<file path="src/shared/pmugp_pkg.sv">
// package for the pmu general purpose pin block
// assumes a 100 MHz pclk and an APB host with 32-bit data
package pmugp_pkg;
  // register offsets are printed as indices, byte address is four times
  localparam logic [7:0] PMUGP_PIN1_IDX = 8'h41;
  localparam logic [7:0] PMUGP_PIN2_IDX = 8'h42;
  localparam logic [7:0] PMUGP_PIN3_IDX = 8'h43;
  localparam logic [11:0] PMUGP_PIN1_ADDR = 12'h104;
  localparam logic [11:0] PMUGP_PIN2_ADDR = 12'h108;
  localparam logic [11:0] PMUGP_PIN3_ADDR = 12'h10C;
  // field positions
  localparam int PMUGP_SET_BIT = 0;
  localparam int PMUGP_LVL_BIT = 1;
  localparam int PMUGP_DIR_BIT = 2;
  localparam int PMUGP_PDN_BIT = 3;
  localparam int PMUGP_DEB_BIT = 4;
  localparam int PMUGP_ODN_BIT = 5;
  localparam int PMUGP_SRC_BIT = 6;
  localparam int PMUGP_SLP_BIT = 7;
  // writable masks: pins 1 and 2 have reserved bits 6:5 and 3
  localparam logic [7:0] PMUGP_WMASK_12 = 8'h95;
  localparam logic [7:0] PMUGP_WMASK_3 = 8'hFD;
  // value held while power-on reset is asserted, before the otp load
  localparam logic [7:0] PMUGP_RESET_VAL = 8'h00;
  // debounce times
  localparam int PMUGP_CLK_MHZ = 100;
  localparam int PMUGP_DEB_SHORT_US = 94;
  localparam int PMUGP_DEB_LONG_US = 156;
  localparam int PMUGP_DEB_SHORT_CYC = PMUGP_DEB_SHORT_US * PMUGP_CLK_MHZ;
  localparam int PMUGP_DEB_LONG_CYC = PMUGP_DEB_LONG_US * PMUGP_CLK_MHZ;
  localparam int PMUGP_CNT_W = 15;
endpackage : pmugp_pkg

</file>
<file path="src/verilog/pmugp_top.sv">
// pmu general purpose pins: three pins, APB registers, pad control
// assumes otp defaults presented while otp_valid pulses after reset
`timescale 1ns/1ps
`default_nettype none
module pmugp_top
  import pmugp_pkg::*;
(
  // apb
  input wire logic pclk,
  input wire logic presetn,
  input wire logic psel,
  input wire logic penable,
  input wire logic pwrite,
  input wire logic [11:0] paddr,
  input wire logic [31:0] pwdata,
  input wire logic [3:0] pstrb,
  output logic [31:0] prdata,
  output logic pready,
  output logic pslverr,
  // otp defaults and system state
  input wire logic otp_valid,
  input wire logic [23:0] otp_defaults,
  input wire logic sleep_state,
  input wire logic [2:0] seq_drive_en,
  input wire logic led_channel_a_output,
  // pads
  input wire logic [2:0] pad_in,
  output logic [2:0] pad_out,
  output logic [2:0] pad_oe_n,
  output logic pulldown_en
);
  typedef struct packed {
    logic [2:0][7:0] cfg;
    logic [2:0] out;
    logic [2:0] oe_n;
    logic pden;
    logic [31:0] rdata;
  } pmugp_state_t;
  pmugp_state_t st_q, st_d;

  logic [2:0] pad_level;
  logic wr_acc;
  logic rd_acc;
  logic [1:0] sel;
  logic hit;
  logic [7:0] wmask;
  logic [7:0] rd_byte;
  logic drive;
  logic val;

  // one debounce filter per pin
  genvar gi;
  generate
    for (gi = 0; gi < 3; gi++) begin : g_pin
      pmugp_filter u_filter (
        .pclk(pclk),
        .presetn(presetn),
        .long_sel(st_q.cfg[gi][PMUGP_DEB_BIT]),
        .pad_in(pad_in[gi]),
        .level(pad_level[gi])
      );
    end
  endgenerate

  // address decode; zero wait states so pready is always high
  always_comb begin
    hit = 1'b1;
    sel = 2'd0;
    case (paddr)
      PMUGP_PIN1_ADDR: sel = 2'd0;
      PMUGP_PIN2_ADDR: sel = 2'd1;
      PMUGP_PIN3_ADDR: sel = 2'd2;
      default: hit = 1'b0;
    endcase
  end
  assign wr_acc = psel && penable && pwrite && hit && pstrb[0];
  assign rd_acc = psel && !penable && !pwrite;
  assign wmask = (sel == 2'd2) ? PMUGP_WMASK_3 : PMUGP_WMASK_12;

  // next state: registers, pad drive and read data
  always_comb begin
    st_d = st_q;
    rd_byte = st_q.cfg[sel] & wmask;
    rd_byte[PMUGP_LVL_BIT] = pad_level[sel];
    if (otp_valid) begin
      // otp load overrides a concurrent write: it only happens at power-up
      st_d.cfg[0] = otp_defaults[7:0] & PMUGP_WMASK_12;
      st_d.cfg[1] = otp_defaults[15:8] & PMUGP_WMASK_12;
      st_d.cfg[2] = otp_defaults[23:16] & PMUGP_WMASK_3;
    end else if (wr_acc) begin
      st_d.cfg[sel] = pwdata[7:0] & wmask;
    end
    // read data captured in setup, valid during access
    if (rd_acc) begin
      st_d.rdata = hit ? {24'h000000, rd_byte} : 32'h00000000;
    end
    for (int i = 0; i < 3; i++) begin
      // output pins only drive once the sequencer releases them
      drive = st_q.cfg[i][PMUGP_DIR_BIT] && seq_drive_en[i];
      val = st_q.cfg[i][PMUGP_SET_BIT];
      if (i == 2 && st_q.cfg[i][PMUGP_SRC_BIT]) begin
        val = led_channel_a_output;
      end
      if (sleep_state && st_q.cfg[i][PMUGP_SLP_BIT]) begin
        val = 1'b0;
      end
      st_d.out[i] = val;
      st_d.oe_n[i] = !drive;
      if (i == 2 && st_q.cfg[i][PMUGP_ODN_BIT] && val) begin
        st_d.oe_n[i] = 1'b1; // release instead of driving high
      end
    end
    st_d.pden = st_q.cfg[2][PMUGP_PDN_BIT];
  end

  // power-on reset clears everything until otp reloads
  always_ff @(posedge pclk or negedge presetn) begin
    if (!presetn) begin
      st_q.cfg <= {3{PMUGP_RESET_VAL}};
      st_q.out <= 3'b000;
      st_q.oe_n <= 3'b111;
      st_q.pden <= 1'b0;
      st_q.rdata <= 32'h00000000;
    end else begin
      st_q <= st_d;
    end
  end

  assign prdata = st_q.rdata;
  assign pready = 1'b1;
  assign pslverr = psel && penable && !hit;
  assign pad_out = st_q.out;
  assign pad_oe_n = st_q.oe_n;
  assign pulldown_en = st_q.pden;

  // sleep forces a driving output low one cycle later
  sleep_low_a: assert property (@(posedge pclk) disable iff (!presetn)
    sleep_state && st_q.cfg[0][PMUGP_SLP_BIT] && !otp_valid && !wr_acc |=> pad_out[0] == 1'b0)
    else $error("pin 1 not forced low in sleep");
  direction_in_a: assert property (@(posedge pclk) disable iff (!presetn)
    !st_q.cfg[1][PMUGP_DIR_BIT] |=> pad_oe_n[1])
    else $error("input pin is driving");
  seq_gate_a: assert property (@(posedge pclk) disable iff (!presetn)
    !seq_drive_en[0] |=> pad_oe_n[0])
    else $error("pin driven before sequencer release");
  level_read_a: assert property (@(posedge pclk) disable iff (!presetn)
    rd_acc && hit |=> prdata[PMUGP_LVL_BIT] == $past(pad_level[sel]))
    else $error("level bit does not show pad");
  value_out_a: assert property (@(posedge pclk) disable iff (!presetn)
    !sleep_state && !st_q.cfg[0][PMUGP_SLP_BIT] |=> pad_out[0] == $past(st_q.cfg[0][PMUGP_SET_BIT]))
    else $error("pin 1 output differs from value bit");
  reserved_zero_a: assert property (@(posedge pclk) disable iff (!presetn)
    rd_acc && paddr == PMUGP_PIN2_ADDR |=> prdata[6:5] == 2'b00 && prdata[3] == 1'b0)
    else $error("reserved bits read nonzero");
  otp_load_a: assert property (@(posedge pclk) disable iff (!presetn)
    otp_valid |=> st_q.cfg[2] == ($past(otp_defaults[23:16]) & PMUGP_WMASK_3))
    else $error("otp defaults not loaded");
  led_source_a: assert property (@(posedge pclk) disable iff (!presetn)
    st_q.cfg[2][PMUGP_SRC_BIT] && !sleep_state |=> pad_out[2] == $past(led_channel_a_output))
    else $error("pin 3 not following led output");
  open_drain_a: assert property (@(posedge pclk) disable iff (!presetn)
    st_q.cfg[2][PMUGP_ODN_BIT] |=> !(pad_out[2] && !pad_oe_n[2]))
    else $error("open-drain pin driven high");
  pulldown_a: assert property (@(posedge pclk) disable iff (!presetn)
    1'b1 |=> pulldown_en == $past(st_q.cfg[2][PMUGP_PDN_BIT]))
    else $error("pulldown not following control");

  // sleep force-low on the other two pins
  // pad drive is built from the current register, so a write in flight does not matter
  sleep_low2_a: assert property (@(posedge pclk) disable iff (!presetn)
    sleep_state && st_q.cfg[1][PMUGP_SLP_BIT] |=> pad_out[1] == 1'b0)
    else $error("pin 2 not forced low in sleep");
  sleep_low3_a: assert property (@(posedge pclk) disable iff (!presetn)
    sleep_state && st_q.cfg[2][PMUGP_SLP_BIT] |=> pad_out[2] == 1'b0)
    else $error("pin 3 not forced low in sleep");
  sleep_keep_a: assert property (@(posedge pclk) disable iff (!presetn)
    !st_q.cfg[0][PMUGP_SLP_BIT] |=> pad_out[0] == $past(st_q.cfg[0][PMUGP_SET_BIT]))
    else $error("pin 1 output changed by sleep");

  // value bit reaches the pad outside sleep
  // pin 3 only when its source select points at the value bit
  value_out2_a: assert property (@(posedge pclk) disable iff (!presetn)
    !sleep_state |=> pad_out[1] == $past(st_q.cfg[1][PMUGP_SET_BIT]))
    else $error("pin 2 output differs from value bit");
  value_out3_a: assert property (@(posedge pclk) disable iff (!presetn)
    !sleep_state && !st_q.cfg[2][PMUGP_SRC_BIT] |=> pad_out[2] == $past(st_q.cfg[2][PMUGP_SET_BIT]))
    else $error("pin 3 output differs from value bit");

  // direction bit: inputs never drive, released outputs always drive
  // open drain on pin 3 is excluded since it releases a high level
  dir_in1_a: assert property (@(posedge pclk) disable iff (!presetn)
    !st_q.cfg[0][PMUGP_DIR_BIT] |=> pad_oe_n[0])
    else $error("input pin 1 is driving");
  dir_in3_a: assert property (@(posedge pclk) disable iff (!presetn)
    !st_q.cfg[2][PMUGP_DIR_BIT] |=> pad_oe_n[2])
    else $error("input pin 3 is driving");
  dir_out1_a: assert property (@(posedge pclk) disable iff (!presetn)
    st_q.cfg[0][PMUGP_DIR_BIT] && seq_drive_en[0] |=> !pad_oe_n[0])
    else $error("output pin 1 not driving");
  dir_out2_a: assert property (@(posedge pclk) disable iff (!presetn)
    st_q.cfg[1][PMUGP_DIR_BIT] && seq_drive_en[1] |=> !pad_oe_n[1])
    else $error("output pin 2 not driving");
  dir_out3_a: assert property (@(posedge pclk) disable iff (!presetn)
    st_q.cfg[2][PMUGP_DIR_BIT] && seq_drive_en[2] && !st_q.cfg[2][PMUGP_ODN_BIT] |=> !pad_oe_n[2])
    else $error("push-pull pin 3 not driving");

  // sequencer gate on pins 2 and 3
  seq_gate2_a: assert property (@(posedge pclk) disable iff (!presetn)
    !seq_drive_en[1] |=> pad_oe_n[1])
    else $error("pin 2 driven before sequencer release");
  seq_gate3_a: assert property (@(posedge pclk) disable iff (!presetn)
    !seq_drive_en[2] |=> pad_oe_n[2])
    else $error("pin 3 driven before sequencer release");

  // read data: level bit per pin, upper bits zero, unmapped reads zero
  // limitation: the level shown is the filtered one, so it lags the pad
  level_pin1_a: assert property (@(posedge pclk) disable iff (!presetn)
    rd_acc && paddr == PMUGP_PIN1_ADDR |=> prdata[PMUGP_LVL_BIT] == $past(pad_level[0]))
    else $error("pin 1 level bit does not show pad");
  level_pin2_a: assert property (@(posedge pclk) disable iff (!presetn)
    rd_acc && paddr == PMUGP_PIN2_ADDR |=> prdata[PMUGP_LVL_BIT] == $past(pad_level[1]))
    else $error("pin 2 level bit does not show pad");
  level_pin3_a: assert property (@(posedge pclk) disable iff (!presetn)
    rd_acc && paddr == PMUGP_PIN3_ADDR |=> prdata[PMUGP_LVL_BIT] == $past(pad_level[2]))
    else $error("pin 3 level bit does not show pad");
  read_upper_a: assert property (@(posedge pclk) disable iff (!presetn)
    rd_acc |=> prdata[31:8] == 24'h000000)
    else $error("read data upper bits nonzero");
  read_unmapped_a: assert property (@(posedge pclk) disable iff (!presetn)
    rd_acc && !hit |=> prdata == 32'h00000000)
    else $error("unmapped read returned data");

  // reserved bits never hold a one, so reads cannot leak them
  rsv_pin1_a: assert property (@(posedge pclk) disable iff (!presetn)
    (st_q.cfg[0] & ~PMUGP_WMASK_12) == 8'h00)
    else $error("pin 1 reserved bits set");
  rsv_pin2_a: assert property (@(posedge pclk) disable iff (!presetn)
    (st_q.cfg[1] & ~PMUGP_WMASK_12) == 8'h00)
    else $error("pin 2 reserved bits set");
  rsv_pin3_a: assert property (@(posedge pclk) disable iff (!presetn)
    st_q.cfg[2][PMUGP_LVL_BIT] == 1'b0)
    else $error("pin 3 level bit stored");

  // registers change only through the otp load or an accepted write
  // a write without the low byte strobe must leave them alone
  cfg_hold_a: assert property (@(posedge pclk) disable iff (!presetn)
    !otp_valid && !wr_acc |=> $stable(st_q.cfg))
    else $error("register changed without write or load");
  strobe_skip_a: assert property (@(posedge pclk) disable iff (!presetn)
    psel && penable && pwrite && !pstrb[0] && !otp_valid |=> $stable(st_q.cfg))
    else $error("write without byte strobe took effect");
  otp_load1_a: assert property (@(posedge pclk) disable iff (!presetn)
    otp_valid |=> st_q.cfg[0] == ($past(otp_defaults[7:0]) & PMUGP_WMASK_12))
    else $error("pin 1 otp defaults not loaded");
  otp_load2_a: assert property (@(posedge pclk) disable iff (!presetn)
    otp_valid |=> st_q.cfg[1] == ($past(otp_defaults[15:8]) & PMUGP_WMASK_12))
    else $error("pin 2 otp defaults not loaded");
  write_pin1_a: assert property (@(posedge pclk) disable iff (!presetn)
    wr_acc && !otp_valid && sel == 2'd0 |=> st_q.cfg[0] == ($past(pwdata[7:0]) & PMUGP_WMASK_12))
    else $error("pin 1 write did not land");
  write_pin3_a: assert property (@(posedge pclk) disable iff (!presetn)
    wr_acc && !otp_valid && sel == 2'd2 |=> st_q.cfg[2] == ($past(pwdata[7:0]) & PMUGP_WMASK_3))
    else $error("pin 3 write did not land");

  // pin 3 extras: led in sleep without force, open-drain sink, pulldown off
  led_sleep_a: assert property (@(posedge pclk) disable iff (!presetn)
    st_q.cfg[2][PMUGP_SRC_BIT] && sleep_state && !st_q.cfg[2][PMUGP_SLP_BIT]
    |=> pad_out[2] == $past(led_channel_a_output))
    else $error("pin 3 lost led output in sleep");
  od_sink_a: assert property (@(posedge pclk) disable iff (!presetn)
    st_q.cfg[2][PMUGP_ODN_BIT] && st_q.cfg[2][PMUGP_DIR_BIT] && seq_drive_en[2] && !st_q.cfg[2][PMUGP_SRC_BIT]
    && !st_q.cfg[2][PMUGP_SET_BIT] |=> !pad_oe_n[2] && !pad_out[2])
    else $error("open-drain pin 3 not sinking");
  pulldown_off_a: assert property (@(posedge pclk) disable iff (!presetn)
    !st_q.cfg[2][PMUGP_PDN_BIT] |=> !pulldown_en)
    else $error("pulldown on while disabled");

  // bus answer: zero wait states, error only on unmapped addresses
  pready_high_a: assert property (@(posedge pclk) disable iff (!presetn)
    psel |-> pready)
    else $error("pready low during transfer");
  mapped_ok_a: assert property (@(posedge pclk) disable iff (!presetn)
    hit |-> !pslverr)
    else $error("error flagged on mapped address");
endmodule : pmugp_top
`default_nettype wire

</file>
<file path="src/verilog/pmugp_filter.sv">
// one pad input: two-flop synchroniser and debounce filter
// assumes pclk at 100 MHz; the count values default from the package, the top does not override them
`timescale 1ns/1ps
`default_nettype none
module pmugp_filter
  import pmugp_pkg::*;
#(
  parameter logic [PMUGP_CNT_W-1:0] SHORT_CNT = PMUGP_CNT_W'(PMUGP_DEB_SHORT_CYC),
  parameter logic [PMUGP_CNT_W-1:0] LONG_CNT = PMUGP_CNT_W'(PMUGP_DEB_LONG_CYC)
) (
  // clock and reset
  input wire logic pclk,
  input wire logic presetn,
  // control
  input wire logic long_sel,
  // pad
  input wire logic pad_in,
  output logic level
);
  typedef struct packed {
    logic s1;
    logic s2;
    logic lvl;
    logic [PMUGP_CNT_W-1:0] cnt;
  } pmugp_flt_t;
  pmugp_flt_t st_q, st_d;
  logic [PMUGP_CNT_W-1:0] limit;

  // s1 feeds only s2; the count restarts whenever the level bounces
  always_comb begin
    st_d = st_q;
    limit = long_sel ? LONG_CNT : SHORT_CNT;
    st_d.s1 = pad_in;
    st_d.s2 = st_q.s1;
    if (st_q.s2 == st_q.lvl) begin
      st_d.cnt = '0;
    end else if (st_q.cnt >= limit - PMUGP_CNT_W'(1)) begin
      st_d.lvl = st_q.s2;
      st_d.cnt = '0;
    end else begin
      st_d.cnt = st_q.cnt + PMUGP_CNT_W'(1);
    end
  end

  always_ff @(posedge pclk or negedge presetn) begin
    if (!presetn) begin
      st_q <= '0;
    end else begin
      st_q <= st_d;
    end
  end

  assign level = st_q.lvl;

  // a new level needs the selected stable time
  stable_time_a: assert property (@(posedge pclk) disable iff (!presetn)
    $changed(st_q.lvl) |-> $past(st_q.cnt) >= $past(limit) - PMUGP_CNT_W'(1))
    else $error("filter level changed before debounce time");
endmodule : pmugp_filter
`default_nettype wire

</file>
<file path="config.mk">
export PLATFORM = sky130hd
export DESIGN_NAME = pmugp_top
export DESIGN_NICKNAME = d
export VERILOG_FILES = /design/src/shared/pmugp_pkg.sv /design/src/verilog/pmugp_top.sv /design/src/verilog/pmugp_filter.sv
export SDC_FILE = /design/constraint.sdc
export NUM_CORES = 1
export LEC_CHECK = 0
export BUFFER_PORTS_ARGS = -buffer_cell sky130_fd_sc_hd__buf_2
export CORE_ASPECT_RATIO = 0.9
export CORE_MARGIN = 2
export CORE_UTILIZATION = 39
export CTS_BUF_LIST = sky130_fd_sc_hd__clkbuf_4 sky130_fd_sc_hd__clkbuf_8 sky130_fd_sc_hd__clkbuf_16
export CTS_CLUSTER_SIZE = 25
export DETAILED_ROUTE_END_ITERATION = 16
export PLACE_DENSITY = 0.73
export SKIP_CTS_REPAIR_TIMING = 1
export SYNTH_ARGS = -nofsm -noshare
export SYNTH_HDL_FRONTEND = slang
export SYNTH_HIERARCHICAL = 1
export SYNTH_SLANG_ARGS = --single-unit
export TNS_END_PERCENT = 50
</file>
<file path="constraint.sdc">
create_clock -name pclk -period 1.73 [get_ports pclk]
set_input_delay 0.0865 -clock pclk [delete_from_list [all_inputs] [get_ports pclk]]
set_output_delay 0.0865 -clock pclk [all_outputs]
set_load 0.02 [all_outputs]
</file>
# Yosys cells after proc, flatten, opt, wreduce, memory -nomap -nowiden
# Index checks and enable logic that the tools add are counted.
[word_totals]
ff_bits = 117
input_bits = 86
output_inout_bits = 41
elab_cells = 95
[op_classes]
addsub = 6
order_cmp = 5
n_eq_ne = 7
mux = 27
bitwise = 5
n_reduce_logical = 26
[op_table]
columns = ["cell", "count"]
rows = [
  ["15-bit 2-to-1 mux", 6],
  ["24-bit 2-to-1 mux", 2],
  ["15-bit by 1-bit adder with 15-bit output, second input constant", 3],
  ["15-bit greater-or-equal comparator", 3],
  ["15-bit by 1-bit subtractor with 15-bit output, second input constant", 3],
  ["13-bit 2-to-1 mux", 3],
  ["12-bit by 9-bit == test with 1-bit output, second input constant", 3],
  ["24-bit bitwise mux", 1],
  ["8-bit 2-to-1 mux", 3],
  ["8-bit AND", 2],
  ["8-bit binary-select mux with 2-bit select", 1],
  ["8-bit demux with 2-bit select", 1],
  ["1-bit logical AND", 15],
  ["1-bit 2-to-1 mux", 7],
  ["7-bit 2-to-1 mux", 1],
  ["1-bit logical NOT", 6],
  ["2-bit AND reduction", 3],
  ["2-bit case mux with 2 select lines", 1],
  ["1-bit == test", 3],
  ["2-bit by 3-bit less-than comparator with 1-bit output, second input constant", 1],
  ["1-bit NOT", 3],
  ["3-bit OR reduction", 1],
  ["1-bit binary-select mux with 2-bit select", 1],
  ["2-bit == test, second input constant", 1],
  ["other kinds (2)", 2],
]

# Logic depth before layout (Yosys ltp)
# Gate-level depths: netlist of run 1.
[depth]
ltp_word = 9
mapped_depth = 7
depth_no_buf = 6

# Hierarchy
# Netlist of run 1, hierarchy kept.
[modules_own_cells]
columns = ["module", "n_inst", "cells_per_inst", "area_each_um2", "seq_area_each_um2"]
rows = [
  ["pmugp_filter", 3, 103, 1107.3, 450.4],
  ["pmugp_top", 1, 168, 1759.2, 754.5],
]

# Worst setup path after synthesis of run 1
# OpenSTA, ideal clock, no wires.
[synth_timing]
path_type = "flip-flop to flip-flop"
from = "register st_q[59] (netlist name)"
to = "register g_pin[2].u_filter/st_q[10] (netlist name)"
setup_time_ns = 0.125
t_arrival_ns = 1.709
t_required_ns = 1.605
setup_slack_ns = -0.104
stages_incl_launch_ff = 8
path_buffers = 1
cell_sequence = "dfrtp_1 inv_1 ha_1 and4b_1 nand2_1 o311ai_4 buf_4 nor3_1"
[synth_rtl]
columns = ["item", "line_no", "source"]
rows = [
  ["start, declared", "pmugp_top.sv:39", "pmugp_state_t st_q, st_d;"],
  ["start signal, assigned", "pmugp_top.sv:125", "st_q <= st_d;"],
  ["end signal, assigned", "pmugp_filter.sv:49", "st_q <= st_d;"],
  ["end, declared", "pmugp_filter.sv:26", "pmugp_flt_t st_q, st_d;"],
]

==> flow_metrics.tcl, run 1 <==
set metrics [dict create \
    cp-end-kind "register" \
    clock-sinks 84 \
    cts_inserted_buffers 9 \
    final.min_clock_period_ns 1.930 \
    row_count 39 \
    place_ws_ns -0.3074 \
    setup_viol_count_final 47 \
    timing.rr.start "st_q[43]" \
    max_freq_mhz 518.1 \
    postLayoutCellArea_sq_um 6591 \
    syn_avg_cell_area_sq_um 10.65 \
    syn2layout_area_growth_pct 29.72 \
    power_frac_seq 0.433 \
    syn_area_sq_um 5081 \
    worstPathArrival_ns 2.17 \
    worstHoldStart "otp_defaults[2]" \
    violations "hold timing, setup timing" \
    portBuffers 64 \
    antenna_cells 0 \
    whs_ns -0.01328 \
    power_switching_mw 1.157 \
    switching_share 0.2386 \
    post-route-period-util 1.116 \
    grt.total_usage 0.1735 \
    crit_chain "ha_1 > buf_6 > a211o_1 > a31oi_4 > o311ai_4 > buf_12 > nor3_1" \
    grt_max_degree 44 \
    share_comb_of_total_power 0.110 \
    tightest_slew_ns 0.5705 \
    place_area_sq_um 5774 \
    cap_violations 0 \
    clk_pin_slew_ns 0.06 \
    drtIter0Drc 196 \
    layout_setup_ws_ns -0.2002 \
    ys_warn_count 6 \
    ant_nets 0 \
    r2r_slack_ns -0.20 \
    num_vias 4209 \
    rsz0062_at_grt "true" \
    placed_cells 734 \
    slew_viol_final 0 \
    cts-htree-levels 3 \
    crit_start "st_q[43]" \
    clock_skew_ns 0.007415 \
    p_leak_nw 3.065 \
    n_fill_cell 1110 \
    yosysUniqueCellTypes 55 \
    gp_congestion 0.8991 \
    status "finished with violations" \
    critPathSlowestCell "dfrtp_1" \
    dieHeight_um 112.3 \
    layout-drive-gt1-share 0.3421 \
    ys_seq_area_frac 0.4144 \
    drt_wl_total_um 12530 \
    core_sq_um 12690 \
    final_cell_mix "80 x dfrtp_1, 63 x buf_2, 59 x buf_4, 33 x xor2_1, 30 x nor3_1" \
    dp_hpwl_um 8788 \
    die_area_sq_um 13960 \
    final_nets 710 \
    ys_ff_latch 84 \
    cp-start-kind "register" \
    final_common_cell "dfrtp_1" \
    die_w_um 124.3 \
    pin_count 127 \
    hold_class "input port to register" \
    drc 0 \
    grt_pass1_vias 4053 \
    power_density_nw_per_um2 735.5 \
    p_int_mw 3.691 \
    antenna_found_initial 0 \
    overflow 0 \
    grt_pass1_wl_um 19910 \
    avgViaCountPerCell 5.431 \
    slew_headroom 0.6197 \
    cts_root_buf "clkbuf_16" \
    path_max_fanout 15 \
    irDropWorstVdd_uv 541.0 \
    cts_tree "done" \
    clk_latency_ns 0.34 \
    crit_required_ns 1.97 \
    critPathMaxStageDelay_ns 0.42 \
    final_cells 775 \
    start_util 0.4005 \
    finalHoldViolations 2 \
    final_core_util 0.5195 \
    first_pass_iters 4 \
    clk_path_buf_depth 2 \
    routedWlPerCell_um 16.17 \
    timing.setup.critical_path_class "register to register" \
    p_clk_frac 0.458 \
    synth_cells 477 \
]
==> power by group through the flow <==
stage | clock network (mW) | registers (mW) | logic [mW]
finish | 2.22 | 2.10 | 0.531
global route | 2.34 | 2.10 | 0.585
CTS | 2.25 | 2.09 | 0.463
detailed placement | 0 | 2.13 | 0.461
global placement | 0 | 2.12 | 0.445
floorplan | 0 | 2.12 | 0.294
==> worst max-delay path, delay by kind of cell, from the launching register on <==
family / cells / cell delay [ns]
compound gates: 3 / 0.58
flops: 1 / 0.42
fa+ha+maj: 1 / 0.32
buf+inv: 2 / 0.30
simple gates: 1 / 0.19
==> metal layers <==
layer,global-route usage,share of wire
met5,0,0
met4,0.05993,0.028
met3,0.03813,0.044
met2,0.2976,0.50
met1,0.2180,0.43
==> synthesized netlist by cell type, drive strengths merged <==
master / n / area (sq um)
dfstp: 3 / 78.83
or4: 4 / 45.04
ha: 18 / 225.2
o211ai: 6 / 45.04
nand2b: 3 / 18.77
o31ai: 3 / 22.52
nand3: 26 / 167.7
a31oi: 3 / 37.54
and3: 16 / 118.9
a311oi: 3 / 45.04
a211o: 3 / 26.28
o21ai: 18 / 90.09
o2111ai: 1 / 8.760
a21boi: 2 / 15.01
dfrtp: 81 / 2027
nor4: 4 / 70.07
o21a: 3 / 22.52
a21oi: 7 / 35.03
conb: 2 / 7.510
or3: 3 / 18.77
nand4: 20 / 125.1
nor2: 6 / 22.52
buf: 54 / 431.7
and4b: 3 / 30.03
clkbuf: 2 / 7.510
and2: 3 / 18.77
or4bb: 1 / 11.26
nor4b: 2 / 17.52
nor3: 41 / 205.2
xnor2: 3 / 26.28
nand2: 32 / 120.1
xor2: 33 / 289.0
o311ai: 3 / 78.83
a2bb2oi: 3 / 26.28
or4b: 3 / 33.78
a221o: 5 / 50.05
a21o: 6 / 45.04
a22o: 3 / 26.28
mux2i: 21 / 210.2
a211oi: 6 / 60.06
and4: 6 / 52.55
inv: 6 / 22.52
nor3b: 6 / 45.04
==> registers in the layout, summed over array words and instances, names as in the netlist <==
name,cells
g_pin.u_filter/st_q,48
st_q,14
prdata,8
g_pin.u_filter/level,3
g_pin.u_filter/st_d,3
pad_oe_n,3
pad_out,3
pulldown_en,1
st_d,1
==> metrics by stage <==
step                      total power, mW  setup TNS [ns]
after floorplan                     2.417        -0.02787
after global placement              2.570          -7.081
after detailed placement            2.591          -10.22
after CTS                           4.808          -11.40
after global routing                5.028          -8.410
final                               4.848          -5.193
==> final cells by class <==
type	count	area [sq um]	area share
clock buffer	10	232.7	0.03531
inverter	6	22.52	0.003417
sequential	84	2107	0.3197
tap	164	205.2	0.03113
multi-input combinational	354	2809	0.4262
clock inverter	6	112.6	0.01708
timing repair buffer	151	1102	0.1672
==> cell families (layout without fill, tap and decap cells) <==
logic type / count (synthesis) / count (layout) / share of synthesized area
DFF: 84 / 84 / 0.4144
muxes: 21 / 21 / 0.04137
and+or+nand+nor: 179 / 179 / 0.2206
buffers and inverters: 62 / 173 / 0.09086
other: 2 / 25 / 0.001478
adders and majority gates: 18 / 18 / 0.04432
xor gates and xnor gates: 36 / 36 / 0.06206
AOI/OAI and AO/OA: 75 / 75 / 0.1248
==> worst paths after layout <==
kind	endpoint	cells after the start
min in group asynchronous	g_pin[1].u_filter/st_q[11]	2
worst min register to register	g_pin[2].u_filter/st_q[16]	0
worst max register to register	g_pin[0].u_filter/st_q[8]	7
worst max-delay path	g_pin[0].u_filter/st_q[8]	7
max in group asynchronous	g_pin[0].u_filter/st_q[14]	3
worst min-delay path	st_q[41]	3
(Power assumes the default switching activity.)
==> inputs of run 2 (changes only) <==
--- a/config.mk
+++ b/config.mk
@@ -12,7 +12,7 @@
 export CTS_BUF_LIST = sky130_fd_sc_hd__clkbuf_4 sky130_fd_sc_hd__clkbuf_8 sky130_fd_sc_hd__clkbuf_16
 export CTS_CLUSTER_SIZE = 25
 export DETAILED_ROUTE_END_ITERATION = 16
-export PLACE_DENSITY = 0.73
+export PLACE_DENSITY = 0.71
 export SKIP_CTS_REPAIR_TIMING = 1
 export SYNTH_ARGS = -nofsm -noshare
 export SYNTH_HDL_FRONTEND = slang
==> constraint.sdc (replaced) <==
create_clock -name pclk -period 2.4 [get_ports pclk]
set_input_delay 0.12 -clock pclk [delete_from_list [all_inputs] [get_ports pclk]]
set_output_delay 0.12 -clock pclk [all_outputs]
set_load 0.02 [all_outputs]
==> run 2 against run 1 <==
Against the previous run: the flow finishes with violations (hold timing); routed wire length is 15% lower; total power decreased by 34%; sequential power fell by 28%; core utilization is 6.7 points lower; clock-buffer cell count up 1; first-iteration DRC count is 12% lower; critical path depth decreased by 1; non-clock buffer count down 67.
==> flow_metrics.tcl, run 2 (synthesis results as in run 1) <==
set metrics [dict create \
    status "finished with violations" \
    violations "hold timing" \
    cts_root_buf "clkbuf_16" \
    cts_inserted_buffers 9 \
    slew_viol_final 0 \
    avgViaCountPerCell 5.351 \
    cts_tree "done" \
    cap_violations 0 \
    tightest_slew_ns 0.6971 \
    clk_pin_slew_ns 0.06 \
    wl_met3_um 410 \
    path_max_fanout 15 \
    die_area_sq_um 13960 \
    num_vias 3783 \
    drtIter0Drc 173 \
    n_fill_cell 1184 \
    postLayoutCellArea_sq_um 5743 \
    p_leak_nw 2.653 \
    multi_input_area_sq_um 2605 \
    hold_class "input port to register" \
    row_count 39 \
    cts-htree-levels 3 \
    irDropWorstVdd_uv 389.0 \
    start_util 0.4005 \
    slew_headroom 0.5348 \
    routedWlPerCell_um 15.03 \
    antenna_found_initial 0 \
    route.met2.wl_um 5124 \
    finalHoldViolations 3 \
    fin_setup_tns_ns 0 \
    whs_ns -0.006709 \
    die_w_um 124.3 \
    worstPathArrival_ns 2.31 \
    dp_hpwl_um 7621 \
    dieHeight_um 112.3 \
    power_density_nw_per_um2 558.3 \
    wl_met1_um 4929 \
    antenna_cells 0 \
    grt_pass1_vias 3823 \
    final-seq-area_sq_um 2106 \
    clk_path_buf_depth 2 \
    grt.total_usage 0.1576 \
    cp-end-kind "register" \
    post-route-period-util 0.8869 \
    place_area_sq_um 5351 \
    syn2layout_area_growth_pct 13.03 \
    gp_congestion 0.8662 \
    place_ws_ns 0.01382 \
    overflow 0 \
    critPathMaxStageDelay_ns 0.60 \
    largest_register_ffs 48 \
    portBuffers 64 \
    first_pass_iters 6 \
    grt_max_degree 50 \
    cp-start-kind "register" \
    final_cell_mix "81 x dfrtp_1, 63 x buf_2, 41 x nor3_1, 33 x xor2_1, 32 x nand2_1" \
    core_sq_um 12690 \
    crit_buf_inv 1 \
    layout_setup_ws_ns 0.2714 \
    clock_skew_ns 0.006666 \
    critPathTopFamily "simple AND/OR/NAND/NOR gates" \
    setup_viol_count_final 0 \
    grt_pass1_wl_um 18430 \
    regMostFlops "g_pin.u_filter/st_q" \
    ant_nets 0 \
    clk_latency_ns 0.34 \
    drc 0 \
    layout-drive-gt1-share 0.2302 \
    final_common_cell "dfrtp_1" \
    final.min_clock_period_ns 2.129 \
    top_layer_used "met4" \
    timing.setup.critical_path_class "register to register" \
    max_freq_mhz 469.8 \
    crit_required_ns 2.58 \
    crit_chain "inv_1 > ha_1 > and4b_1 > nand2_1 > nor2_2 > nor3_1" \
    rsz0062_at_grt "false" \
    drt_wl_total_um 10630 \
    clock-sinks 84 \
    critPathSlowestCell "nor2_2" \
    final_nets 643 \
    pin_count 127 \
]
-- run 2: cell types whose count changed in the layout (fill, tap and decap cells not counted), sizes merged --
cell         previous run  this run
bufinv                  3         1
clkinvlp                0         2
buf                   130        75
dlygate4sd3            21         9
clkbuf                 10        11
clkinv                  3         1
-- run 2: worst register-to-register path, cell delays in order, from the launching register on --
cell and delay, ns:
dfrtp_1 0.40, inv_1 0.13, ha_1 0.31, and4b_1 0.24, nand2_1 0.15, nor2_2 0.60, nor3_1 0.15
-- run 2: final timing paths --
check | startpoint | to | slack (ns) | depth (start not counted)
worst max-delay path | st_q[51] | g_pin[1].u_filter/st_q[9] | 0.27 | 6
worst min register to register | g_pin[2].u_filter/st_d[16] | g_pin[2].u_filter/st_q[16] | 0.35 | 0
min in group asynchronous | presetn | g_pin[1].u_filter/st_q[3] | 0.28 | 2
worst min-delay path | otp_defaults[7] | st_q[46] | -0.007 | 3
worst max register to register | st_q[51] | g_pin[1].u_filter/st_q[9] | 0.27 | 6
max in group asynchronous | presetn | pad_oe_n[0] | 1.44 | 3
-- run 2: through the flow --
| step | power, mW | utilization | cells | hold slack (ns) |
|---|---|---|---|---|
| 2_1_floorplan | 1.740 | - | 500 | -0.1756 |
| 5_1_grt | 3.339 | 0.4527 | 707 | -0.0003696 |
| 3_3_place_gp | 1.822 | 0.4218 | 683 | 0.1092 |
| 6_report | 3.206 | 0.4527 | 707 | -0.006709 |
| 3_5_place_dp | 1.830 | 0.4218 | 683 | 0.1107 |
| 4_1_cts | 3.231 | 0.4452 | 698 | -0.2549 |
-- run 2: area by class of cell --
cell class,count,area share
timing repair buffer,84,0.08845
clock inverter,4,0.008715
multi-input combinational,354,0.4536
clock buffer,11,0.04292
sequential,84,0.3667
tap,164,0.03573
inverter,6,0.003922
-- run 2: layer usage --
layer / vias up / GRT usage
met5: - / 0
met4: 0 / 0.05768
met3: 14 / 0.03146
met2: 81 / 0.2554
met1: 1852 / 0.2111
li1: 1836 / -
-- run 2: power by group --
group          switching (mW)  leakage, nW  internal [mW]  total (mW)
sequential             0.0507         1.11           1.47        1.52
clock                   0.553        0.141          0.838        1.39
combinational           0.183         1.40          0.112       0.296
==> inputs of run 3 (changes only) <==
--- a/config.mk
+++ b/config.mk
@@ -8,12 +8,11 @@
 export BUFFER_PORTS_ARGS = -buffer_cell sky130_fd_sc_hd__buf_2
 export CORE_ASPECT_RATIO = 0.9
 export CORE_MARGIN = 2
-export CORE_UTILIZATION = 39
+export CORE_UTILIZATION = 25
 export CTS_BUF_LIST = sky130_fd_sc_hd__clkbuf_4 sky130_fd_sc_hd__clkbuf_8 sky130_fd_sc_hd__clkbuf_16
 export CTS_CLUSTER_SIZE = 25
 export DETAILED_ROUTE_END_ITERATION = 16
-export PLACE_DENSITY = 0.71
-export SKIP_CTS_REPAIR_TIMING = 1
+export PLACE_DENSITY = 0.53
 export SYNTH_ARGS = -nofsm -noshare
 export SYNTH_HDL_FRONTEND = slang
 export SYNTH_HIERARCHICAL = 1
==> run 3 against run 2 <==
Against the previous run: hold slack improved by 0.014 ns; highest routed layer unchanged; fmax is 0.26% lower; via count up 1.2%; combinational power increased by 4%; sequential cell count unchanged; global-route usage is 4.7 points lower; cell count grew 14%; clock power about the same; critical path depth rose by 2; clock-buffer cell count stayed put; the run now ends clean; non-clock buffer count up 10; sequential power about the same.
==> flow_metrics.tcl, run 3 (synthesis results as in run 1) <==
set metrics [dict create \
    avgViaCountPerCell 4.734 \
    final_cells 809 \
    drtIter0Drc 303 \
    clock-sinks 84 \
    fin_setup_tns_ns 0 \
    ant_nets 0 \
    cts_tree "done" \
    final.min_clock_period_ns 2.134 \
    rsz0062_at_grt "false" \
    max_freq_mhz 468.6 \
    path_max_fanout 15 \
    irDropWorstVdd_uv 278.7 \
    layout-drive-gt1-share 0.2329 \
    grt_max_degree 47 \
    final_core_util 0.2982 \
    placed_cells 777 \
    critPathTopFamily "buffers and inverters" \
    cap_violations 0 \
    grt_pass1_vias 3983 \
    clk_latency_ns 0.33 \
    hold_class "input port to register" \
    cts-htree-levels 3 \
    whs_ns 0.007243 \
    clock_skew_ns 0.005572 \
    cts_setup_buffers 0 \
    power_density_nw_per_um2 545.3 \
    final_nets 653 \
    post-route-period-util 0.8892 \
    dieHeight_um 139.3 \
    cp-start-kind "register" \
    worstPathArrival_ns 2.32 \
    antenna_found_initial 0 \
    cp-end-kind "register" \
    postLayoutCellArea_sq_um 5959 \
    gp_congestion 0.8014 \
    regMostFlops "g_pin.u_filter/st_q" \
    pin_count 127 \
    num_vias 3830 \
    crit_buf_inv 3 \
    first_pass_iters 4 \
    core_sq_um 19990 \
    crit_chain "inv_1 > ha_1 > and4b_1 > nand2_1 > buf_4 > o311ai_4 > buf_4 > nor3_1" \
    clk_pin_slew_ns 0.06 \
    place_ws_ns 0.005911 \
    status "complete, no violations" \
    final_cell_mix "81 x dfrtp_1, 63 x buf_2, 41 x nor3_1, 33 x xor2_1, 32 x nand2_1" \
    clk_path_buf_depth 2 \
    routedWlPerCell_um 13.98 \
    cpMostUsedCell "buf_4" \
    cts_inserted_buffers 9 \
    n_fill_cell 2041 \
    p_leak_nw 2.705 \
    crit_required_ns 2.58 \
    slew_viol_final 0 \
    drc 0 \
    row_count 49 \
    die_w_um 154.3 \
    portBuffers 64 \
    timing.setup.critical_path_class "register to register" \
    critPathSlowestCell "dfrtp_1" \
    die_area_sq_um 21480 \
    finalHoldViolations 0 \
    start_util 0.2542 \
    grt.total_usage 0.1101 \
    setup_viol_count_final 0 \
    final_common_cell "dfrtp_1" \
    critPathMaxStageDelay_ns 0.43 \
    largest_register_ffs 48 \
    tightest_slew_ns 0.6593 \
    overflow 0 \
    drt_wl_total_um 11310 \
    antenna_cells 0 \
    layout_setup_ws_ns 0.2659 \
    power_mw 3.250 \
    r2r_slack_ns 0.27 \
    syn2layout_area_growth_pct 17.29 \
    dp_hpwl_um 8383 \
    cts_root_buf "clkbuf_16" \
    place_area_sq_um 5488 \
    slew_headroom 0.5600 \
    grt_pass1_wl_um 19710 \
]
run 3: cell count changes in the layout (fill, tap and decap cells not counted):
cell / delta
buf_4: +3
clkinv_4: +1
clkinvlp_4: -1
dlygate4sd3_1: +7
inv_6: +1
run 3: metal layers:
metal	GRT usage	share of wire
met1	0.1488	0.48
met3	0.02211	0.037
met5	0	0
met2	0.1808	0.47
met4	0.02875	0.0096
run 3: where the power goes:
part	internal (mW)	switching (mW)
Combinational	0.120	0.188
Clock	0.850	0.570
Sequential	1.47	0.0532
run 3: worst paths after layout:
check / start / to / cells past startpoint
max in group asynchronous: presetn / pad_oe_n[2] / 3
min: otp_defaults[12] / st_q[51] / 3
min in group asynchronous: presetn / prdata[6] / 2
max: st_q[43] / g_pin[0].u_filter/st_q[5] / 8
max reg2reg: st_q[43] / g_pin[0].u_filter/st_q[5] / 8
min reg2reg: g_pin[2].u_filter/st_d[16] / g_pin[2].u_filter/st_q[16] / 0
run 3: tightest hold or removal path, delay by kind of cell:
family / cells / cell delay [ns]
and+or+nand+nor: 1 / 0.04
buffers and inverters: 1 / 0.07
AOI/OAI and AO/OA: 1 / 0.07
run 3: timing repair:
| item | in CTS | in global routing |
|---|---|---|
| hold endpoints to repair | 51 | 0 |
| endpoints found under the setup margin | 0 | 30 |
| hold buffers | 16 | 0 |
| gates resized for setup | 0 | 2 |
run 3: area by class of cell:
type	instances	area, sq um	area share
Multi-Input combinational cell	354	2605	0.4371
Timing Repair Buffer	94	600.6	0.1008
Inverter	6	22.52	0.003779
Clock inverter	5	60.06	0.01008
Clock buffer	11	246.5	0.04136
Tap cell	255	319.1	0.05354
Sequential cell	84	2106	0.3533
